### config.mk
export PLATFORM = sky130hd
export DESIGN_NAME = arw_top
export DESIGN_NICKNAME = d
export VERILOG_FILES = /design/src/logic/arw_pkg.sv /design/src/logic/arw_clkgen.sv /design/src/logic/arw_top.sv
export SDC_FILE = /design/constraint.sdc
export NUM_CORES = 1
export LEC_CHECK = 0
export BUFFER_PORTS_ARGS = -buffer_cell sky130_fd_sc_hd__clkbuf_2
export CORE_AREA = 2 2 130 132
export DETAILED_ROUTE_END_ITERATION = 8
export DIE_AREA = 0 0 132 134
export SYNTH_ARGS = -nofsm -noshare
export SYNTH_HDL_FRONTEND = slang
export SYNTH_SLANG_ARGS = --single-unit
### constraint.sdc
create_clock -name clk_i -period 8.1 [get_ports clk_i]
set_input_delay 0 -clock clk_i [delete_from_list [all_inputs] [get_ports clk_i]]
set_output_delay 0 -clock clk_i [all_outputs]
set_load 0.01 [all_outputs]
### src/logic/arw_pkg.sv
package arw_pkg;

  // Register indices; the byte address on the bus is four times the index
  localparam logic [5:0] IDX_WIN_MODE   = 6'h04;
  localparam logic [5:0] IDX_IRQ_MASK   = 6'h0a;
  localparam logic [5:0] IDX_IRQ_STATUS = 6'h0b;
  localparam logic [5:0] IDX_DEBUG_RUN  = 6'h0c;
  localparam logic [5:0] IDX_STAGING    = 6'h0d;
  localparam logic [5:0] IDX_CONV_LO    = 6'h10;
  localparam logic [5:0] IDX_CONV_HI    = 6'h11;
  localparam logic [5:0] IDX_WINLO_LO   = 6'h12;
  localparam logic [5:0] IDX_WINLO_HI   = 6'h13;
  localparam logic [5:0] IDX_WINHI_LO   = 6'h14;
  localparam logic [5:0] IDX_WINHI_HI   = 6'h15;
  localparam logic [5:0] IDX_CLK_SHAPE  = 6'h16;

  // Reset values
  localparam logic [7:0]  RST_DEBUG_RUN = 8'h00;
  localparam logic [7:0]  RST_STAGING   = 8'h00;
  localparam logic [15:0] RST_CONV      = 16'h0000;
  localparam logic [15:0] RST_WIN_LIMIT = 16'h0000;
  localparam logic        RST_DUTY      = 1'b1;
  localparam logic [2:0]  RST_WIN_MODE  = 3'h0;
  localparam logic [2:0]  RST_ACC_SEL   = 3'h0;
  localparam logic [2:0]  RST_IRQ       = 3'h0;

  // Field positions
  localparam int unsigned POS_RESULT_READY = 0;
  localparam int unsigned POS_WINDOW_MATCH = 1;
  localparam int unsigned POS_FROZEN       = 2;
  localparam int unsigned POS_KEEP_RUN     = 0;
  localparam int unsigned POS_DUTY         = 0;
  localparam int unsigned POS_WIN_MODE     = 0;
  localparam int unsigned POS_ACC_SEL      = 4;

  // Window comparator modes
  localparam logic [2:0] WIN_NONE    = 3'h0;
  localparam logic [2:0] WIN_BELOW   = 3'h1;
  localparam logic [2:0] WIN_ABOVE   = 3'h2;
  localparam logic [2:0] WIN_INSIDE  = 3'h3;
  localparam logic [2:0] WIN_OUTSIDE = 3'h4;

  // Conversion limits
  localparam logic [9:0]  CODE_MAX    = 10'h3ff;
  localparam logic [9:0]  CODE_MIN    = 10'h000;
  localparam logic [2:0]  ACC_SEL_MAX = 3'h6;
  localparam logic [15:0] ACC_CEILING = 16'hffc0;

  // Converter clock: four phases per period
  localparam logic [1:0] PHASE_HIGH_25 = 2'h1;
  localparam logic [1:0] PHASE_HIGH_50 = 2'h2;

endpackage

### src/logic/arw_clkgen.sv
`timescale 1ns/1ns
`default_nettype none
module arw_clkgen
  import arw_pkg::*;
#(
  parameter int unsigned PRESCALE = 4
)
(
  input  wire logic clk_i,
  input  wire logic rst_i,
  input  wire logic duty_quarter_i,
  output logic      conv_clk_o
);

  typedef struct packed {
    logic [15:0] div;
    logic [1:0]  phase;
    logic        clk_out;
  } arw_cg_state_t;

  localparam logic [15:0] DIV_LAST = 16'(PRESCALE - 1);

  arw_cg_state_t q;
  arw_cg_state_t s;
  logic [1:0]    high_phases;

  always_comb
  begin
    s = q;
    // A quarter-high clock suits slow converter clocks, half for fast ones
    high_phases = duty_quarter_i ? PHASE_HIGH_25 : PHASE_HIGH_50;
    if (q.div == DIV_LAST)
    begin
      s.div   = 16'h0000;
      s.phase = q.phase + 2'h1;
    end
    else
    begin
      s.div = q.div + 16'h0001;
    end
    s.clk_out = (s.phase < high_phases);
  end

  always_ff @(posedge clk_i)
  begin
    if (rst_i)
    begin
      q <= '0;
    end
    else
    begin
      q <= s;
    end
  end

  assign conv_clk_o = q.clk_out;

endmodule
`default_nettype wire

### src/logic/arw_top.sv
// The Wishbone register port was decided locally.
`timescale 1ns/1ns
`default_nettype none
// How it works
// With keep-running clear, a debug break drops sample events; the bus and converter clock keep running.
// With keep-running set, the block runs on through a debug break; the bit resets to 0.
// An 8-bit staging byte lets 16-bit values move atomically in two byte accesses.
// One staging byte serves all 16-bit registers, is directly readable and writable, resets to 0.
// Each 16-bit register shows bits 7:0 at its base and bits 15:8 at base plus one.
// A raw conversion is 10 bits wide in bits 9:0 of the conversion value.
// A single conversion saturates to 0x3FF above reference and 0x000 below ground.
// An accumulated sum of up to 64 samples fits 16 bits and never exceeds 0xFFC0.
// Results use an unsigned code, 0x0000 zero and 0x03FF full scale per sample, 0xFFC0 for a 64-sample sum.
// A writable 16-bit low limit, reset to zero, feeds the window comparator.
// A writable 16-bit high limit, reset to zero, feeds the window comparator.
// When accumulating, the window check uses only the final sum.
// The duty bit picks a 50 percent or 25 percent high converter clock; it resets to 1.
// The window-match flag sets at the end of a result that meets the mode; read or write-1 clears.
// The result-ready flag sets on each new result; read or write-1 clears, write-0 keeps.
// Low-byte read copies the high byte to staging; high-byte write stages, low-byte write commits.
// The conversion value is read-only and changes only when a result completes.
module arw_top
  import arw_pkg::*;
#(
  parameter int unsigned RAW_W    = 12,
  parameter int unsigned PRESCALE = 4
)
(
  input  wire logic                    clk_i,
  input  wire logic                    rst_i,
  input  wire logic                    cyc_i,
  input  wire logic                    stb_i,
  input  wire logic                    we_i,
  input  wire logic [7:0]              adr_i,
  input  wire logic [3:0]              sel_i,
  input  wire logic [31:0]             dat_i,
  output logic      [31:0]             dat_o,
  output logic                         ack_o,
  output logic                         irq_o,
  input  wire logic                    debug_halt_i,
  input  wire logic                    sample_valid_i,
  input  wire logic signed [RAW_W-1:0] sample_code_i,
  output logic                         conv_clk_o
);

  typedef struct packed {
    logic        ack;
    logic [7:0]  rdata;
    logic        keep_run;
    logic [7:0]  staging;
    logic [15:0] result;
    logic [15:0] win_lo;
    logic [15:0] win_hi;
    logic        duty;
    logic [2:0]  win_mode;
    logic [2:0]  acc_sel;
    logic [1:0]  flags;
    logic [1:0]  mask;
    logic [15:0] acc;
    logic [6:0]  cnt;
  } arw_state_t;

  localparam logic signed [RAW_W-1:0] RAW_MAX =
    RAW_W'($signed({1'b0, CODE_MAX}));

  arw_state_t  q;
  arw_state_t  s;
  logic        req;
  logic        wr;
  logic        rd;
  logic [5:0]  idx;
  logic [7:0]  wbyte;
  logic [7:0]  rbyte;
  logic        frozen;
  logic [9:0]  sat;
  logic [2:0]  sel_eff;
  logic [6:0]  target;
  logic [6:0]  cnt_inc;
  logic [15:0] sum;
  logic        done;
  logic [1:0]  flag_set;
  logic [1:0]  flag_clr;

  // Window test on a finished value only
  function automatic logic win_hit(
    input logic [2:0]  mode,
    input logic [15:0] v,
    input logic [15:0] lo,
    input logic [15:0] hi
  );
    logic r;
    r = 1'b0;
    case (mode)
      WIN_BELOW:   r = (v < lo);
      WIN_ABOVE:   r = (v > hi);
      WIN_INSIDE:  r = (v > lo) && (v < hi);
      WIN_OUTSIDE: r = (v < lo) || (v > hi);
      default:     r = 1'b0;
    endcase
    return r;
  endfunction

  always_comb
  begin
    s        = q;
    flag_set = 2'b00;
    flag_clr = 2'b00;
    done     = 1'b0;

    // Bus decode; an access is taken once, in the cycle before ack
    req   = cyc_i && stb_i && !q.ack;
    idx   = adr_i[7:2];
    wr    = req && we_i && sel_i[0];
    rd    = req && !we_i;
    wbyte = dat_i[7:0];
    s.ack = req;

    // Debug break gate
    frozen = debug_halt_i && !q.keep_run;

    // Saturate the raw code into 10 bits
    if (sample_code_i < 0)
    begin
      sat = CODE_MIN;
    end
    else if (sample_code_i > RAW_MAX)
    begin
      sat = CODE_MAX;
    end
    else
    begin
      sat = sample_code_i[9:0];
    end

    // Accumulation length is 2**sel, at most 64 samples
    sel_eff = (q.acc_sel > ACC_SEL_MAX) ? ACC_SEL_MAX : q.acc_sel;
    target  = 7'h01 << sel_eff;
    cnt_inc = q.cnt + 7'h01;
    // 64 x 0x3FF is 0xFFC0, so the 16-bit sum never wraps
    sum     = q.acc + {6'h00, sat};

    if (sample_valid_i && !frozen)
    begin
      if (cnt_inc == target)
      begin
        done     = 1'b1;
        s.result = sum;
        s.acc    = 16'h0000;
        s.cnt    = 7'h00;
        flag_set[POS_RESULT_READY] = 1'b1;
        flag_set[POS_WINDOW_MATCH] =
          win_hit(q.win_mode, sum, q.win_lo, q.win_hi);
      end
      else
      begin
        s.acc = sum;
        s.cnt = cnt_inc;
      end
    end

    // Register reads
    rbyte = 8'h00;
    if (rd)
    begin
      case (idx)
        IDX_WIN_MODE:
        begin
          rbyte[POS_WIN_MODE +: 3] = q.win_mode;
          rbyte[POS_ACC_SEL +: 3]  = q.acc_sel;
        end
        IDX_IRQ_MASK:
        begin
          rbyte[1:0] = q.mask;
        end
        IDX_IRQ_STATUS:
        begin
          rbyte[1:0]        = q.flags;
          rbyte[POS_FROZEN] = frozen;
        end
        IDX_DEBUG_RUN:
        begin
          rbyte[POS_KEEP_RUN] = q.keep_run;
        end
        IDX_STAGING:
        begin
          rbyte = q.staging;
        end
        IDX_CONV_LO:
        begin
          rbyte     = q.result[7:0];
          s.staging = q.result[15:8];
          flag_clr  = 2'b11;
        end
        IDX_WINLO_LO:
        begin
          rbyte     = q.win_lo[7:0];
          s.staging = q.win_lo[15:8];
        end
        IDX_WINHI_LO:
        begin
          rbyte     = q.win_hi[7:0];
          s.staging = q.win_hi[15:8];
        end
        IDX_CONV_HI,
        IDX_WINLO_HI,
        IDX_WINHI_HI:
        begin
          // High byte comes from the copy taken at the low-byte read
          rbyte = q.staging;
        end
        IDX_CLK_SHAPE:
        begin
          rbyte[POS_DUTY] = q.duty;
        end
        default:
        begin
          rbyte = 8'h00;
        end
      endcase
      s.rdata = rbyte;
    end

    // Register writes
    if (wr)
    begin
      case (idx)
        IDX_WIN_MODE:
        begin
          s.win_mode = wbyte[POS_WIN_MODE +: 3];
          s.acc_sel  = wbyte[POS_ACC_SEL +: 3];
          // A new length restarts the running sum
          s.acc      = 16'h0000;
          s.cnt      = 7'h00;
        end
        IDX_IRQ_MASK:
        begin
          s.mask = wbyte[1:0];
        end
        IDX_IRQ_STATUS:
        begin
          flag_clr = wbyte[1:0];
        end
        IDX_DEBUG_RUN:
        begin
          s.keep_run = wbyte[POS_KEEP_RUN];
        end
        IDX_STAGING:
        begin
          s.staging = wbyte;
        end
        IDX_WINLO_LO:
        begin
          s.win_lo = {q.staging, wbyte};
        end
        IDX_WINHI_LO:
        begin
          s.win_hi = {q.staging, wbyte};
        end
        IDX_WINLO_HI,
        IDX_WINHI_HI:
        begin
          s.staging = wbyte;
        end
        IDX_CLK_SHAPE:
        begin
          s.duty = wbyte[POS_DUTY];
        end
        default:
        begin
          // Conversion value and unmapped offsets ignore writes
          s.flags = s.flags;
        end
      endcase
    end

    // A completing result wins over a clear in the same cycle
    s.flags = (q.flags & ~flag_clr) | flag_set;
  end

  always_ff @(posedge clk_i)
  begin
    if (rst_i)
    begin
      q          <= '0;
      q.keep_run <= RST_DEBUG_RUN[POS_KEEP_RUN];
      q.staging  <= RST_STAGING;
      q.result   <= RST_CONV;
      q.win_lo   <= RST_WIN_LIMIT;
      q.win_hi   <= RST_WIN_LIMIT;
      q.duty     <= RST_DUTY;
      q.win_mode <= RST_WIN_MODE;
      q.acc_sel  <= RST_ACC_SEL;
      q.flags    <= RST_IRQ[1:0];
      q.mask     <= RST_IRQ[1:0];
    end
    else
    begin
      q <= s;
    end
  end

  // Clock stays running through a break; only sample events are gated
  arw_clkgen #(
    .PRESCALE       (PRESCALE)
  ) u_clkgen (
    .clk_i          (clk_i),
    .rst_i          (rst_i),
    .duty_quarter_i (q.duty),
    .conv_clk_o     (conv_clk_o)
  );

  assign ack_o = q.ack;
  assign dat_o = {24'h00_0000, q.rdata};
  assign irq_o = |(q.flags & q.mask);

endmodule
`default_nettype wire

==> Word-level counts from Yosys, hierarchy flattened <==
Index checks and enable logic that the tools add are counted.
{ "word_totals": {"register_bits": 119, "ram_bits": 0, "word_cells": 102, "latchBits": 0, "romBits": 0, "mem_count": 0} }
{ "classes": {"muxes": 26, "bitwise_logic": 4, "n_addsub": 4, "reduce_logical": 24, "n_mul": 0, "shift": 1, "eq_ne": 18, "order_cmp": 8, "div": 0} }
{ "ops": {"columns": ["cell", "n"], "rows": [
  ["23-bit 2-to-1 mux", 4],
  ["6-bit by 5-bit equality test with 1-bit output (second input constant)", 7],
  ["16-bit greater-than comparator", 2],
  ["16-bit < comparator", 2],
  ["6-bit by 4-bit equality test with 1-bit output (second input constant)", 4],
  ["8-bit 2-to-1 mux", 3],
  ["8-bit case mux with 3 select lines", 1],
  ["10-bit 2-to-1 mux", 2],
  ["16-bit by 1-bit adder with 16-bit output (second input constant)", 1],
  ["16-bit by 10-bit adder with 16-bit output", 1],
  ["16-bit by 2-bit equality test with 1-bit output (second input constant)", 1],
  ["2-bit 2-to-1 mux", 8],
  ["3-bit case mux with 5 select lines", 1],
  ["2-bit AND reduction", 7],
  ["12-bit by 11-bit greater-than comparator with 1-bit output (second input constant)", 1],
  ["12-bit by 1-bit < comparator with 1-bit output (second input constant)", 1],
  ["1-bit case mux with 4 select lines", 3],
  ["1-bit case mux with 9 select lines", 1],
  ["1-bit logical AND", 8],
  ["7-bit by 1-bit adder with 7-bit output (second input constant)", 1],
  ["7-bit equality test", 1],
  ["1-bit case mux with 7 select lines", 1],
  ["1-bit by 3-bit left shift with 7-bit output (first input constant)", 1],
  ["3-bit by 2-bit equality test with 1-bit output (second input constant)", 2],
  ["16 further kinds", 21]
]} }

==> Depth between registers and ports, before layout <==
Gate-level depths: netlist (run 1).
{ "depth": {"word_depth": 10, "depth_mapped": 18, "mapped_depth_nobuf": 17} }

==> Modules after synthesis <==
From an unflattened synthesis (run 1), not the netlist that was laid out.
{ "unflattened": {"hier_cells": 894, "area_unflattened_um2": 7205.7} }
{ "by_module_without_submodules": {"columns": ["module", "cells_per_inst", "instances", "area_each_um2", "seq_area_each_um2"], "rows": [
  ["arw_top", 798, 1, 6331.1, 2001.9],
  ["arw_clkgen", 96, 1, 874.6, 380.4]
]} }

==> Worst setup path after synthesis (run 1) <==
OpenSTA, ideal clock, no wires.
{ "synth_timing": {"path_type": "input port to flip-flop", "start": "input port sample_code_i[11]", "end": "register q[26] (netlist name)", "path_buffers": 1, "stages": 17, "arrival_time_ns": 3.624, "path_slack_ns": 4.416, "cell_sequence": "clkbuf_1 -> nor2_1 -> ha_1 -> fa_1 -> a21oi_1 -> o2111ai_1 -> a41o_1 -> and3_1 -> xor2_1 -> ha_1 -> nand4_1 -> nor2_1 -> a221o_1 -> a211o_1 -> a2111o_1 -> o221ai_1 -> o2111a_1"} }
{ "synth_via": {"elab_chain_len": 10, "elab_cells_between_ends": 15, "cone_classes": "1 x add/sub; 6 x order compare; 5 x mux; 1 x bitwise; 2 x reduce/logical"} }
{ "synth_lines": {"columns": ["item", "line_no", "text"], "rows": [
  ["start, declared", "arw_top.sv:42", "input wire logic signed [RAW_W-1:0] sample_code_i,"],
  ["12-bit by 11-bit greater-than comparator with 1-bit output", "arw_top.sv:126", "else if (sample_code_i > RAW_MAX)"],
  ["10-bit 2-to-1 mux", "arw_top.sv:126", null],
  ["10-bit 2-to-1 mux (*)", "arw_top.sv:122", "if (sample_code_i < 0)"],
  ["16-bit by 10-bit adder with 16-bit output (*)", "arw_top.sv:140", "sum = q.acc + {6'h00, sat};"],
  ["via sum[12]", "arw_top.sv:79", "logic [15:0] sum;"],
  ["16-bit < comparator (tied with other cells)", "arw_top.sv:94, arw_top.sv:97", null],
  ["1-bit logical OR or 1-bit logical AND (tied branches)", "arw_top.sv:97, arw_top.sv:96", null],
  ["1-bit case mux with 4 select lines (*)", "arw_top.sv:93", "case (mode)"],
  ["2-bit 2-to-1 mux (*)", "arw_top.sv:144", "if (cnt_inc == target)"],
  ["2-bit 2-to-1 mux (*)", "arw_top.sv:142", "if (sample_valid_i && !frozen)"],
  ["2-bit OR (*)", "arw_top.sv:277", "s.flags = (q.flags & ~flag_clr) | flag_set;"],
  ["end signal, assigned", "arw_top.sv:298", "q <= s;"],
  ["end, declared", "arw_top.sv:66", "arw_state_t q;"]
]} }
The timed path passes the listed nets; every way through them passes the cells marked *.
A chain may end at the register's enable or synchronous reset.

==> Worst setup path in the final report (run 1) <==
{ "layout_timing": {"start": "register q[7] (netlist name)", "end": "register q[26] (netlist name)"} }
{ "layout_via": {"elab_chain_len": 7, "elab_cells_between_ends": 11, "cone_classes": "1 x add/sub; 4 x order compare; 3 x mux; 1 x bitwise; 2 x reduce/logical"} }
{ "layout_lines": {"columns": ["item", "line_no"], "rows": [
  ["16-bit by 10-bit adder with 16-bit output (*)", "arw_top.sv:140"],
  ["via sum[12]", "arw_top.sv:79"],
  ["16-bit < comparator (tied with other cells)", "arw_top.sv:94, arw_top.sv:97"],
  ["1-bit logical OR or 1-bit logical AND (tied branches)", "arw_top.sv:97, arw_top.sv:96"],
  ["1-bit case mux with 4 select lines (*)", "arw_top.sv:93"],
  ["2-bit 2-to-1 mux (*)", "arw_top.sv:144"],
  ["2-bit 2-to-1 mux (*)", "arw_top.sv:142"],
  ["2-bit OR (*)", "arw_top.sv:277"]
]} }
Marked as above.

==> results of run 1 <==
==> repair_timing <==
action	CTS	global route
hold endpoints to repair	35	0
endpoints found under the setup margin	0	0
setup buffers	0	0
hold buffers	11	0
==> report_power, final <==
group | switching [mW] | internal [mW]
Clock | 0.290 | 0.494
Sequential | 0.00455 | 0.593
Combinational | 0.0737 | 0.0414
Total | 0.369 | 1.13
==> layout make-up <==
| type | count | area share |
|---|---|---|
| flip-flops and latches | 119 | 0.2948 |
| clock buffers | 18 | 0.05434 |
| inverters | 41 | 0.01904 |
| diodes | 1 | 0.0003096 |
| clock inverters | 13 | 0.02090 |
| multi-input cells | 677 | 0.5310 |
| well taps | 220 | 0.03406 |
| repair buffers | 60 | 0.04552 |
==> cells by family after synthesis <==
logic type                 after synthesis
buffers and inverters                  115
muxes                                   63
AOI/OAI and AO/OA                      173
adders and majority gates               46
xor gates and xnor gates                35
DFF                                    119
and+or+nand+nor                        336
other                                    1
==> per-layer routing <==
layer | track usage | vias up | wire length [um]
met5 | 0 | - | 0
met4 | 0.05435 | 0 | 178
met3 | 0.04875 | 16 | 1026
met2 | 0.3226 | 149 | 7842
met1 | 0.2996 | 2793 | 9131
li1 | - | 3091 | -
==> path summary, 6_finish.rpt <==
kind / from / end / slack [ps] / cells past startpoint
max: q[7]$_SDFF_PP0_ / q[26]$_SDFF_PP0_ / 3870 / 15
min: we_i / dat_o[3]$_SDFFE_PP0P_ / 20 / 4
max reg2reg: q[7]$_SDFF_PP0_ / q[26]$_SDFF_PP0_ / 3870 / 15
min reg2reg: u_clkgen.q[3]$_SDFF_PP0_ / u_clkgen.q[3]$_SDFF_PP0_ / 450 / 1
==> flip-flops by register name, summed over array words and instances (netlist names) <==
| register | flops |
|---|---|
| dat_o | 8 |
| q | 91 |
| u_clkgen.conv_clk_o | 1 |
| ack_o | 1 |
| u_clkgen.q | 18 |
==> metrics by stage <==
stage | worst slack (ps) | power, mW
6_report | 3866 | 1.497
5_1_grt | 3626 | 1.552
4_1_cts | 3857 | 1.509
3_5_place_dp | 3885 | 0.7203
3_3_place_gp | 3902 | 0.7199
2_1_floorplan | 4416 | 0.6968
==> cell usage in the layout (no fill, tap or decap), types with 9 or more instances in the layout <==
| master | synthesis | routed |
|---|---|---|
| sky130_fd_sc_hd__nand3_1 | 30 | 30 |
| sky130_fd_sc_hd__dlygate4sd3_1 | 0 | 11 |
| sky130_fd_sc_hd__ha_1 | 45 | 45 |
| sky130_fd_sc_hd__nand2_1 | 94 | 94 |
| sky130_fd_sc_hd__nand4_1 | 9 | 9 |
| sky130_fd_sc_hd__xor2_1 | 11 | 11 |
| sky130_fd_sc_hd__o21ai_0 | 20 | 20 |
| sky130_fd_sc_hd__a211oi_1 | 14 | 14 |
| sky130_fd_sc_hd__clkbuf_2 | 2 | 44 |
| sky130_fd_sc_hd__xnor2_1 | 23 | 23 |
| sky130_fd_sc_hd__dfxtp_1 | 119 | 119 |
| sky130_fd_sc_hd__mux2i_1 | 58 | 58 |
| sky130_fd_sc_hd__inv_1 | 41 | 41 |
| sky130_fd_sc_hd__conb_1 | 1 | 24 |
| sky130_fd_sc_hd__clkbuf_16 | 0 | 17 |
| sky130_fd_sc_hd__a21oi_1 | 90 | 90 |
| sky130_fd_sc_hd__nor2_1 | 133 | 133 |
==> worst reg2reg max path: cells and delay by family, from the launching register on <==
| family | cells | cell delay (ps) |
|---|---|---|
| AO/OA/AOI/OAI | 8 | 2190 |
| adder cells (fa/ha/maj) | 3 | 940 |
| AND/OR/NAND/NOR | 3 | 460 |
| flip-flops | 1 | 310 |
| XOR/XNOR | 1 | 290 |
==> PnR_summary.wiki, run 1 <==
{| class="wikitable"
! Metric !! Value
|-
| Number of DRC markers in iteration 0 || 450
|-
| Number of core rows || 47
|-
| Maxcap violations || 0
|-
| Worst VDD drop || 174.3 uV
|-
| Placed instance count || 1,106
|-
| Accumulated negative setup slack || 0 ps
|-
| Total count of max-transition violations in the final report || 0
|-
| Chip Height || between 100 and 150 um
|-
| Mux cell area share after synthesis || 0.08818
|-
| Area used by sequential logic in the layout || ~2400 sq um
|-
| Cell with the largest stage delay on the worst path || sky130_fd_sc_hd__fa_1
|-
| Wire length of the first global-routing pass || around 29,000 um
|-
| Antenna Violating Nets Remaining || 0
|-
| Clk_skew || ~7.8 ps
|-
| Total Nets Final || 1,025
|-
| Share of async-settable or async-resettable flops after synthesis || 0
|-
| Clock root buffer || sky130_fd_sc_hd__clkbuf_16
|-
| Synth area leader || sky130_fd_sc_hd__dfxtp_1
|-
| Critical path required time || 8470 ps
|-
| Arrival time at the worst endpoint || 4600 ps
|-
| First-pass detailed-route iteration total || 5
|-
| Area share of xor/xnor cells in the synthesized design || 0.04349
|-
| Post-synthesis instance area || 7222 sq um
|-
| Critical path fanouts, max || 5
|-
| Initial antenna violation count || 0
|-
| Clk_lat worst skew || 430 ps
|-
| Worst hold-check path type || input port to register
|-
| Yosys warnings || 0
|-
| Floorplan die width || about 130 um
|-
| Outcome || finished clean
|-
| CTS H-tree lvls || 4
|-
| Detailed Route WL || ~18,000 um
|-
| Static Leakage || approximately 3.2 nW
|-
| Number of port buffers || 44
|-
| Dominant cell type by count on the critical path || sky130_fd_sc_hd__ha_1
|-
| Maximum achievable frequency || 236.2 MHz
|-
| Filler instances || 1,617
|-
| Number of vias per cell || 5.265
|-
| Hold Slack || 15.31 ps
|-
| Via count of the first global-routing pass || 5,533
|-
| Clk pin slew, worst setup/hold paths || 60 ps
|-
| Most common library cells after synthesis || 133 x sky130_fd_sc_hd__nor2_1, 119 x sky130_fd_sc_hd__dfxtp_1, 94 x sky130_fd_sc_hd__nand2_1, 90 x sky130_fd_sc_hd__a21oi_1, 58 x sky130_fd_sc_hd__mux2i_1
|-
| Clk sink count || 119
|-
| Total CTS buffers || 17
|-
| Final Core Density || 0.4961
|-
| Pin count of the biggest net entering global routing || 77
|-
| Prevailing post-synth register cell || sky130_fd_sc_hd__dfxtp_1
|-
| Pin slew with the least headroom to its limit || ~1200 ps
|-
| Die footprint || 17,690 sq um
|-
| Top cells by area, synth || sky130_fd_sc_hd__dfxtp_1 33%, sky130_fd_sc_hd__mux2i_1 8.0%, sky130_fd_sc_hd__ha_1 7.8%
|-
| DRC violation count after routing || 0
|-
| Combinational family with the most area after synthesis || simple AND/OR/NAND/NOR gates
|-
| Post-cts gate resize count || 0
|-
| Ordered list of cells on the worst path || ha_1, fa_1, a21oi_1, o2111ai_1, a41o_1, and3_1, xor2_1, ha_1, nand4_1, nor2_1, a221o_1, a211o_1, a2111o_1, o221ai_1, o2111a_1
|-
| Final Instance Count excl. Fillers || 1,149
|-
| Stage delay of the slowest cell on the critical path || 410 ps
|-
| Area share of the largest cell type after synthesis || 0.3299
|-
| Remaining max-slew budget at the tightest pin || 0.2115
|-
| Total via count in the routed design || 6,049
|-
| Simple-gate share of the synthesized area || 0.2188
|-
| Power Dens Cells || 185.2 nW/um^2
|-
| Area of the multi-input gates || 4292 sq um
|-
| Post-synthesis compound-gate area fraction || 0.1506
|-
| GRT Util Overall || 0.2110
|-
| Fraction of final layout cells with drive strength greater than 1 || 0.1142
|-
| Synthesized-area fraction occupied by adder cells || 0.08073
|-
| Unrepaired setup endpoints after global routing || false
|-
| Number of failing setup endpoints in the final timing report || 0
|-
| WL/cell || about 16 um
|-
| Top Family by Delay on Critical Path || compound AO/OA/AOI/OAI gates
|-
| Flip-flop and latch count after synthesis || 119
|-
| Number of synthesized flops with an enable pin || 0
|-
| Syn-to-layout area delta || 11.90%
|-
| Initial Util || 0.4434
|-
| Boundary Pins || 98
|-
| Dominant cell by count in the synthesized netlist || sky130_fd_sc_hd__nor2_1
|-
| Number of distinct standard cells referenced by the synthesized netlist || 79
|-
| GPL Wtd Cong || 0.8621
|-
| Summed area of non-filler cells in the final layout || a little over 8000 sq um
|-
| Clock tree from TritonCTS || yes
|-
| Instance count of the mapped netlist || 888
|-
| Critical path start-end classification || register to register
|-
| Critical path endpoint category || register
|-
| Post-layout min period || approximately 4200 ps
|-
| Post-DP HPWL || ~12,000 um
|-
| Total count of hold-check failures in the final report || 0
|-
| Synthesized area per cell || 8.133 sq um
|-
| Floorplan Core Area || around 16,000 sq um
|-
| Share of the clock period used by the worst path || 0.5227
|-
| Clk buf depth || 2
|-
| Placement Cell Area || 7361 sq um
|-
| Critical Path Source Type || register
|-
| Fraction of the yosys area taken by sequential cells || 0.3299
|-
| Buffer and inverter count on the worst path || 0
|-
| Global-route congestion overflow total || 0
|}
Note: power is estimated with default switching activity, not from simulation.
==> run 2, diff against run 1 <==
- clock period: 8.1 -> 4.33 ns (I/O delays scaled with it)
==> PnR_summary.wiki, run 2 (synthesis results as in run 1) <==
{| class="wikitable"
! Metric !! Value
|-
| Register containing the most flip-flops in the final layout || q
|-
| Critical path endpoint category || register
|-
| Worst VDD drop || 285.1 uV (+64%)
|-
| Maxcap violations || 0 (unchanged)
|-
| Clk_skew || 12.68 ps (+4.928 ps)
|-
| Number of core rows || 47 (unchanged)
|-
| Leading cell types in the layout, fill and taps excluded || 133 x sky130_fd_sc_hd__nor2_1, 119 x sky130_fd_sc_hd__dfxtp_1, 94 x sky130_fd_sc_hd__nand2_1
|-
| Floorplan die width || 132 um (unchanged)
|-
| Clk_lat worst skew || 430 ps (about the same)
|-
| Remaining max-slew budget at the tightest pin || 0.2175 (+0.006052)
|-
| Filler instances || 1,583 (-2.1%)
|-
| Post-CTS setup repair buffer count || 0 (unchanged)
|-
| Uppermost layer routed || met4
|-
| Via count of the first global-routing pass || 5,736 (+3.7%)
|-
| Worst setup timing slack at the placement stage || 296.8 ps (-3588 ps)
|-
| Most common cell after layout, fill and taps aside || sky130_fd_sc_hd__nor2_1
|-
| Critical path start-end classification || register to register
|-
| Clock root buffer || sky130_fd_sc_hd__clkbuf_16
|-
| Number of vias per cell || 5.308 (+0.82%)
|-
| Clk sink count || 119 (unchanged)
|-
| Diode count || 0 (-1)
|-
| Total Nets Final || 1,032 (+0.68%)
|-
| Detailed Route WL || 18,120 um (-0.33%)
|-
| Initial Util || 0.4434 (unchanged)
|-
| First-pass detailed-route iteration total || 6 (+1)
|-
| Final Core Density || 0.4975 (+0.001383)
|-
| CTS H-tree lvls || 4 (unchanged)
|-
| Total count of max-transition violations in the final report || 0 (unchanged)
|-
| Post-DP HPWL || 12,860 um (+3.1%)
|-
| DRC violation count after routing || 0 (unchanged)
|-
| Accumulated negative setup slack || 0 ps (unchanged)
|-
| WL/cell || 15.67 um (-0.93%)
|-
| Worst min-delay path endpoint || dat_o[7]$_SDFFE_PP0P_
|-
| Maximum achievable frequency || 250.1 MHz (+5.9%)
|-
| Placed instance count || 1,112 (+0.54%)
|-
| GPL Wtd Cong || 0.8192 (-5.0%)
|-
| Floorplan Core Area || 16,290 sq um (unchanged)
|-
| Post-layout min period || 3998 ps (-235.7 ps)
|-
| Outcome || finished clean
|-
| Met2 Routed Length || 7756 um (-1.1%)
|-
| Clk buf depth || 2 (unchanged)
|-
| Crit Reg-Reg Endpoint || q[26]$_SDFF_PP0_
|-
| PnR worst setup slack || 331.8 ps (-3534 ps)
|-
| Global-route congestion overflow total || 0 (unchanged)
|-
| Number of failing setup endpoints in the final timing report || 0 (unchanged)
|-
| Critical Path Source Type || register
|-
| Routed length on met3 || 926 um (-9.7%)
|-
| Pin count of the biggest net entering global routing || 76 (-1.3%)
|-
| Startpoint of the tightest hold check path || we_i
|-
| Boundary Pins || 98 (unchanged)
|-
| Power Dens Cells || 331.1 nW/um^2 (+79%)
|-
| Chip Height || 134 um (unchanged)
|-
| Arrival time at the worst endpoint || 4360 ps (-240 ps)
|-
| Reg2Reg Depth || 15 (unchanged)
|-
| Worst hold-check path type || input port to register
|-
| Initial antenna violation count || 0 (unchanged)
|-
| Critical path fanouts, max || 5 (unchanged)
|-
| Antenna Violating Nets Remaining || 0 (unchanged)
|-
| Launch point of the worst reg-to-reg path || q[7]$_SDFF_PP0_
|-
| Total count of hold-check failures in the final report || 0 (unchanged)
|-
| Total power draw || 2.683 mW (+79%)
|-
| Clock tree from TritonCTS || yes
|-
| Number of cells on the worst hold path || 4 (unchanged)
|-
| Critical path required time || 4690 ps (-3780 ps)
|-
| Largest register FFs || 91 (unchanged)
|-
| Wire length of the first global-routing pass || 29,790 um (+1.8%)
|-
| GRT Util Overall || 0.2102 (-0.0007181)
|-
| Number of DRC markers in iteration 0 || 506 (+12%)
|-
| Area used by sequential logic in the layout || 2382 sq um (unchanged)
|-
| Static Leakage || 3.166 nW (about the same)
|-
| Unrepaired setup endpoints after global routing || false
|-
| Share of the clock period used by the worst path || 0.9234 (+0.4007)
|-
| Total CTS buffers || 17 (unchanged)
|-
| Die footprint || 17,690 sq um (unchanged)
|-
| Syn-to-layout area delta || 12.21%
|-
| Worst R2R Setup Slack || 330 ps (-3530 ps)
|-
| Clk pin slew, worst setup/hold paths || 60 ps (about the same)
|-
| Final Instance Count excl. Fillers || 1,156 (+0.61%)
|-
| Routed length on met1 || 9191 um (+0.66%)
|-
| Number of port buffers || 44 (unchanged)
|-
| Pin slew with the least headroom to its limit || 1174 ps (-9.079 ps)
|-
| Fraction of final layout cells with drive strength greater than 1 || 0.1229 (+0.008639)
|-
| Total via count in the routed design || 6,136 (+1.4%)
|-
| Area of the multi-input gates || 4303 sq um (+0.26%)
|}
run 2: final cells by class:
type	instances	share of cell area
Inverter	41	0.01899
Sequential cell	119	0.2940
Multi-Input combinational cell	677	0.5310
Tap cell	220	0.03397
Clock inverter	14	0.01575
Clock buffer	18	0.05419
Timing Repair Buffer	67	0.05218
run 2: report_power, final:
| part | internal (mW) | switching [mW] |
|---|---|---|
| combinational | 0.0822 | 0.140 |
| clock | 0.804 | 0.539 |
| sequential | 1.11 | 0.00859 |
| total | 2.00 | 0.688 |
run 2: worst max-delay path, cell delays in order, from the launching register on:
cell	delay, ps
sky130_fd_sc_hd__dfxtp_1	310
sky130_fd_sc_hd__ha_1	240
sky130_fd_sc_hd__fa_1	430
sky130_fd_sc_hd__a21oi_2	200
sky130_fd_sc_hd__o2111ai_1	190
sky130_fd_sc_hd__a41o_1	330
sky130_fd_sc_hd__nand2b_1	150
sky130_fd_sc_hd__xnor2_1	210
sky130_fd_sc_hd__ha_1	320
sky130_fd_sc_hd__a21oi_1	150
sky130_fd_sc_hd__nand2_1	70
sky130_fd_sc_hd__a221o_1	360
sky130_fd_sc_hd__a211o_1	290
sky130_fd_sc_hd__a2111o_1	310
sky130_fd_sc_hd__o221ai_1	160
sky130_fd_sc_hd__o2111a_1	220
run 2: what timing repair did:
item / CTS / global route
hold buffers: 12 / 0
hold endpoints to repair: 34 / 0
setup endpoints to repair: 0 / 1
gates resized for setup: 0 / 2
run 2: worst max path at each step:
stage | startpoint | end | slack (ps)
6_report | q[7]$_SDFF_PP0_ | q[26]$_SDFF_PP0_ | 330
5_1_grt | q[8]$_SDFF_PP0_ | q[26]$_SDFF_PP0_ | 40
4_1_cts | q[7]$_SDFF_PP0_ | q[26]$_SDFF_PP0_ | 240
3_5_place_dp | q[7]$_SDFF_PP0_ | q[26]$_SDFF_PP0_ | 300
3_3_place_gp | q[7]$_SDFF_PP0_ | q[26]$_SDFF_PP0_ | 320
2_1_floorplan | sample_code_i[11] | q[26]$_SDFF_PP0_ | 650
run 2: through the flow:
step / instance area [sq um] / hold slack (ps)
2_1_floorplan: 7308 / 136.0
3_3_place_gp: 7406 / 267.4
3_5_place_dp: 7406 / 264.8
4_1_cts: 8093 / 32.93
5_1_grt: 8104 / 78.30
6_report: 8104 / 36.50
run 2: per-layer routing:
layer / track usage / up-vias
met4: 0.06280 / 0
met2: 0.3194 / 194
met1: 0.3040 / 2820
met5: 0 / -
met3: 0.03741 / 22
li1: - / 3100
==> run 3, diff against run 2 <==
- CORE_AREA: 2 2 130 132 -> 2 2 137 126
- DIE_AREA: 0 0 132 134 -> 0 0 139 128
==> PnR_summary.wiki, run 3 (synthesis results as in run 1) <==
{| class="wikitable"
! Metric !! Value
|-
| Outcome || finished clean
|-
| Boundary Pins || 98 (unchanged)
|-
| Crit Reg-Reg Endpoint || q[26]$_SDFF_PP0_
|-
| Top Family by Delay on Critical Path || compound AO/OA/AOI/OAI gates
|-
| Post-CTS setup repair buffer count || 0 (unchanged)
|-
| Accumulated negative setup slack || 0 ps (unchanged)
|-
| Most common cell after layout, fill and taps aside || sky130_fd_sc_hd__nor2_1
|-
| Initial antenna violation count || 0 (unchanged)
|-
| Cell with the largest stage delay on the worst path || sky130_fd_sc_hd__fa_1
|-
| Static Leakage || 3.160 nW (-0.19%)
|-
| Critical path endpoint category || register
|-
| Critical path fanouts, max || 5 (unchanged)
|-
| Chip Height || 128 um (-4.5%)
|-
| Pin slew with the least headroom to its limit || 990.8 ps (-182.9 ps)
|-
| Leading cell types in the layout, fill and taps excluded || 133 x sky130_fd_sc_hd__nor2_1, 119 x sky130_fd_sc_hd__dfxtp_1, 94 x sky130_fd_sc_hd__nand2_1
|-
| Placed instance count || 1,102 (-0.90%)
|-
| Remaining max-slew budget at the tightest pin || 0.3395 (+0.1220)
|-
| Worst VDD drop || 280.9 uV (-1.5%)
|-
| Launch point of the worst reg-to-reg path || q[7]$_SDFF_PP0_
|-
| Capture point of the worst path || q[26]$_SDFF_PP0_
|-
| Clk_lat worst skew || 430 ps (about the same)
|-
| Hold Slack || 22.53 ps (-13.97 ps)
|-
| Antenna Violating Nets Remaining || 0 (unchanged)
|-
| Clk_skew || 12.26 ps (-0.4219 ps)
|-
| Register containing the most flip-flops in the final layout || q
|-
| Stage delay of the slowest cell on the critical path || 400 ps (-30 ps)
|-
| First-pass detailed-route iteration total || 5 (-1)
|-
| Total count of max-transition violations in the final report || 0 (unchanged)
|-
| Total via count in the routed design || 6,177 (+0.67%)
|-
| DRC violation count after routing || 0 (unchanged)
|-
| Total CTS buffers || 17 (unchanged)
|-
| Total Nets Final || 1,030 (-0.19%)
|-
| Number of failing setup endpoints in the final timing report || 0 (unchanged)
|-
| Floorplan die width || 139 um (+5.3%)
|-
| Worst R2R Setup Slack || 320 ps (about the same)
|-
| Fraction of final layout cells with drive strength greater than 1 || 0.1199 (-0.002949)
|-
| Launch point of the critical path || q[7]$_SDFF_PP0_
|-
| Post-DP HPWL || 13,020 um (+1.2%)
|-
| Routed length on met1 || 9386 um (+2.1%)
|-
| Reg2Reg Depth || 15 (unchanged)
|-
| Clk pin slew, worst setup/hold paths || 60 ps (about the same)
|-
| Critical Path Stages || 15 (unchanged)
|-
| Worst hold-check path type || input port to register
|-
| Unrepaired setup endpoints after global routing || false
|-
| Die footprint || 17,790 sq um (+0.59%)
|-
| Met2 Routed Length || 7692 um (-0.83%)
|-
| Detailed Route WL || 18,530 um (+2.3%)
|-
| Initial Util || 0.4393 (-0.004083)
|-
| GPL Wtd Cong || 0.8458 (+3.2%)
|-
| Number of port buffers || 44 (unchanged)
|-
| Maximum achievable frequency || 249.6 MHz (-0.22%)
|-
| Wire length of the first global-routing pass || 29,600 um (-0.62%)
|-
| Clock root buffer || sky130_fd_sc_hd__clkbuf_16
|-
| Via count of the first global-routing pass || 5,602 (-2.3%)
|-
| Number of core rows || 45 (-4.3%)
|-
| Critical Path Source Type || register
|-
| Arrival time at the worst endpoint || 4370 ps (about the same)
|-
| Critical path start-end classification || register to register
|-
| Maxcap violations || 0 (unchanged)
|-
| WL/cell || 16.19 um (+3.3%)
|-
| Number of DRC markers in iteration 0 || 505 (-0.20%)
|-
| GRT Util Overall || 0.2105 (+0.0002932)
|-
| CTS H-tree lvls || 4 (unchanged)
|-
| Largest register FFs || 91 (unchanged)
|-
| Buffer and inverter count on the worst path || 0 (unchanged)
|-
| Diode count || 0 (unchanged)
|-
| Global-route congestion overflow total || 0 (unchanged)
|-
| Number of vias per cell || 5.395 (+1.6%)
|-
| Share of the clock period used by the worst path || 0.9254 (+0.001997)
|-
| Final Instance Count excl. Fillers || 1,145 (-0.95%)
|-
| Total count of hold-check failures in the final report || 0 (unchanged)
|-
| Clk buf depth || 2 (unchanged)
|-
| Total power draw || 2.735 mW (+1.9%)
|-
| Critical path required time || 4690 ps (about the same)
|-
| Clock tree from TritonCTS || yes
|-
| Syn-to-layout area delta || 11.95%
|-
| Routed length on met3 || 1167 um (+26%)
|-
| Clk sink count || 119 (unchanged)
|-
| Floorplan Core Area || 16,440 sq um (+0.93%)
|-
| Dominant cell type by count on the critical path || sky130_fd_sc_hd__ha_1
|-
| Ordered list of cells on the worst path || ha_1, fa_1, a21oi_1, o2111ai_1, a41o_1, and3_1, xor2_2, ha_1, nand4_1, nor2_1, a221o_1, a211o_1, a2111o_1, o221ai_1, o2111a_1
|-
| Power Dens Cells || 338.3 nW/um^2 (+2.2%)
|-
| Pin count of the biggest net entering global routing || 76 (unchanged)
|-
| Post-layout min period || 4007 ps (+8.647 ps)
|-
| Uppermost layer routed || met4
|}
## run 3: changes by cell type in the layout (fill, tap and decap cells not counted), sizes merged
cell	previous run	this run
clkinv	8	5
buf	11	10
bufinv	1	2
clkinvlp	4	5
dlygate4sd3	12	11
inv	42	43
## run 3: through the flow
stage          instance area (sq um)  utilization  setup slack (ps)
2_1_floorplan                   7308            -             645.6
3_3_place_gp                    7387       0.4493             273.3
3_5_place_dp                    7387       0.4493             269.9
4_1_cts                         8078       0.4913             255.8
5_1_grt                         8085       0.4918             65.60
6_report                        8085       0.4918             323.1
## run 3: layout make-up
cell class                 count  area (sq um)
clock buffer                  18         429.2
clock inverter                14         151.4
fill                        1589          8356
inverter                      41         153.9
multi-input combinational    677          4299
sequential                   119          2382
tap                          211         264.0
timing repair buffer          65         405.4
## run 3: repair_timing
| item | CTS | global route |
|---|---|---|
| gates resized for setup | 0 | 1 |
| setup endpoints to repair | 0 | 1 |
| hold buffers | 11 | 0 |
| endpoints found under the hold margin | 34 | 0 |
## run 3: how the worst min path moves through the flow
stage / from / end / cells after the start
5_1_grt: adr_i[4] / q[33]$_SDFFE_PP1P_ / 4
3_5_place_dp: dat_i[3] / q[37]$_SDFFE_PP0P_ / 3
3_3_place_gp: dat_i[7] / q[41]$_SDFFE_PP0P_ / 3
2_1_floorplan: dat_i[4] / q[38]$_SDFFE_PP0P_ / 2
4_1_cts: adr_i[4] / q[33]$_SDFFE_PP1P_ / 4
6_report: adr_i[4] / q[33]$_SDFFE_PP1P_ / 4
## run 3: report_power, final
part           internal [mW]  total [mW]  switching [mW]
logic                 0.0808       0.227           0.146
clock network          0.848        1.39           0.543
registers               1.11        1.12         0.00836
total                   2.04        2.74           0.697
## run 3: tightest hold or removal path: stages
cell and delay [ps]:
sky130_fd_sc_hd__clkbuf_2 140, sky130_fd_sc_hd__nand2_1 120, sky130_fd_sc_hd__o41ai_1 80, sky130_fd_sc_hd__nand3_1 80
## run 3: routing by layer
metal / vias to the layer above / track usage
met5: - / 0
met4: 0 / 0.06239
met3: 25 / 0.04595
met2: 187 / 0.3115
met1: 2864 / 0.3072
li1: 3101 / -
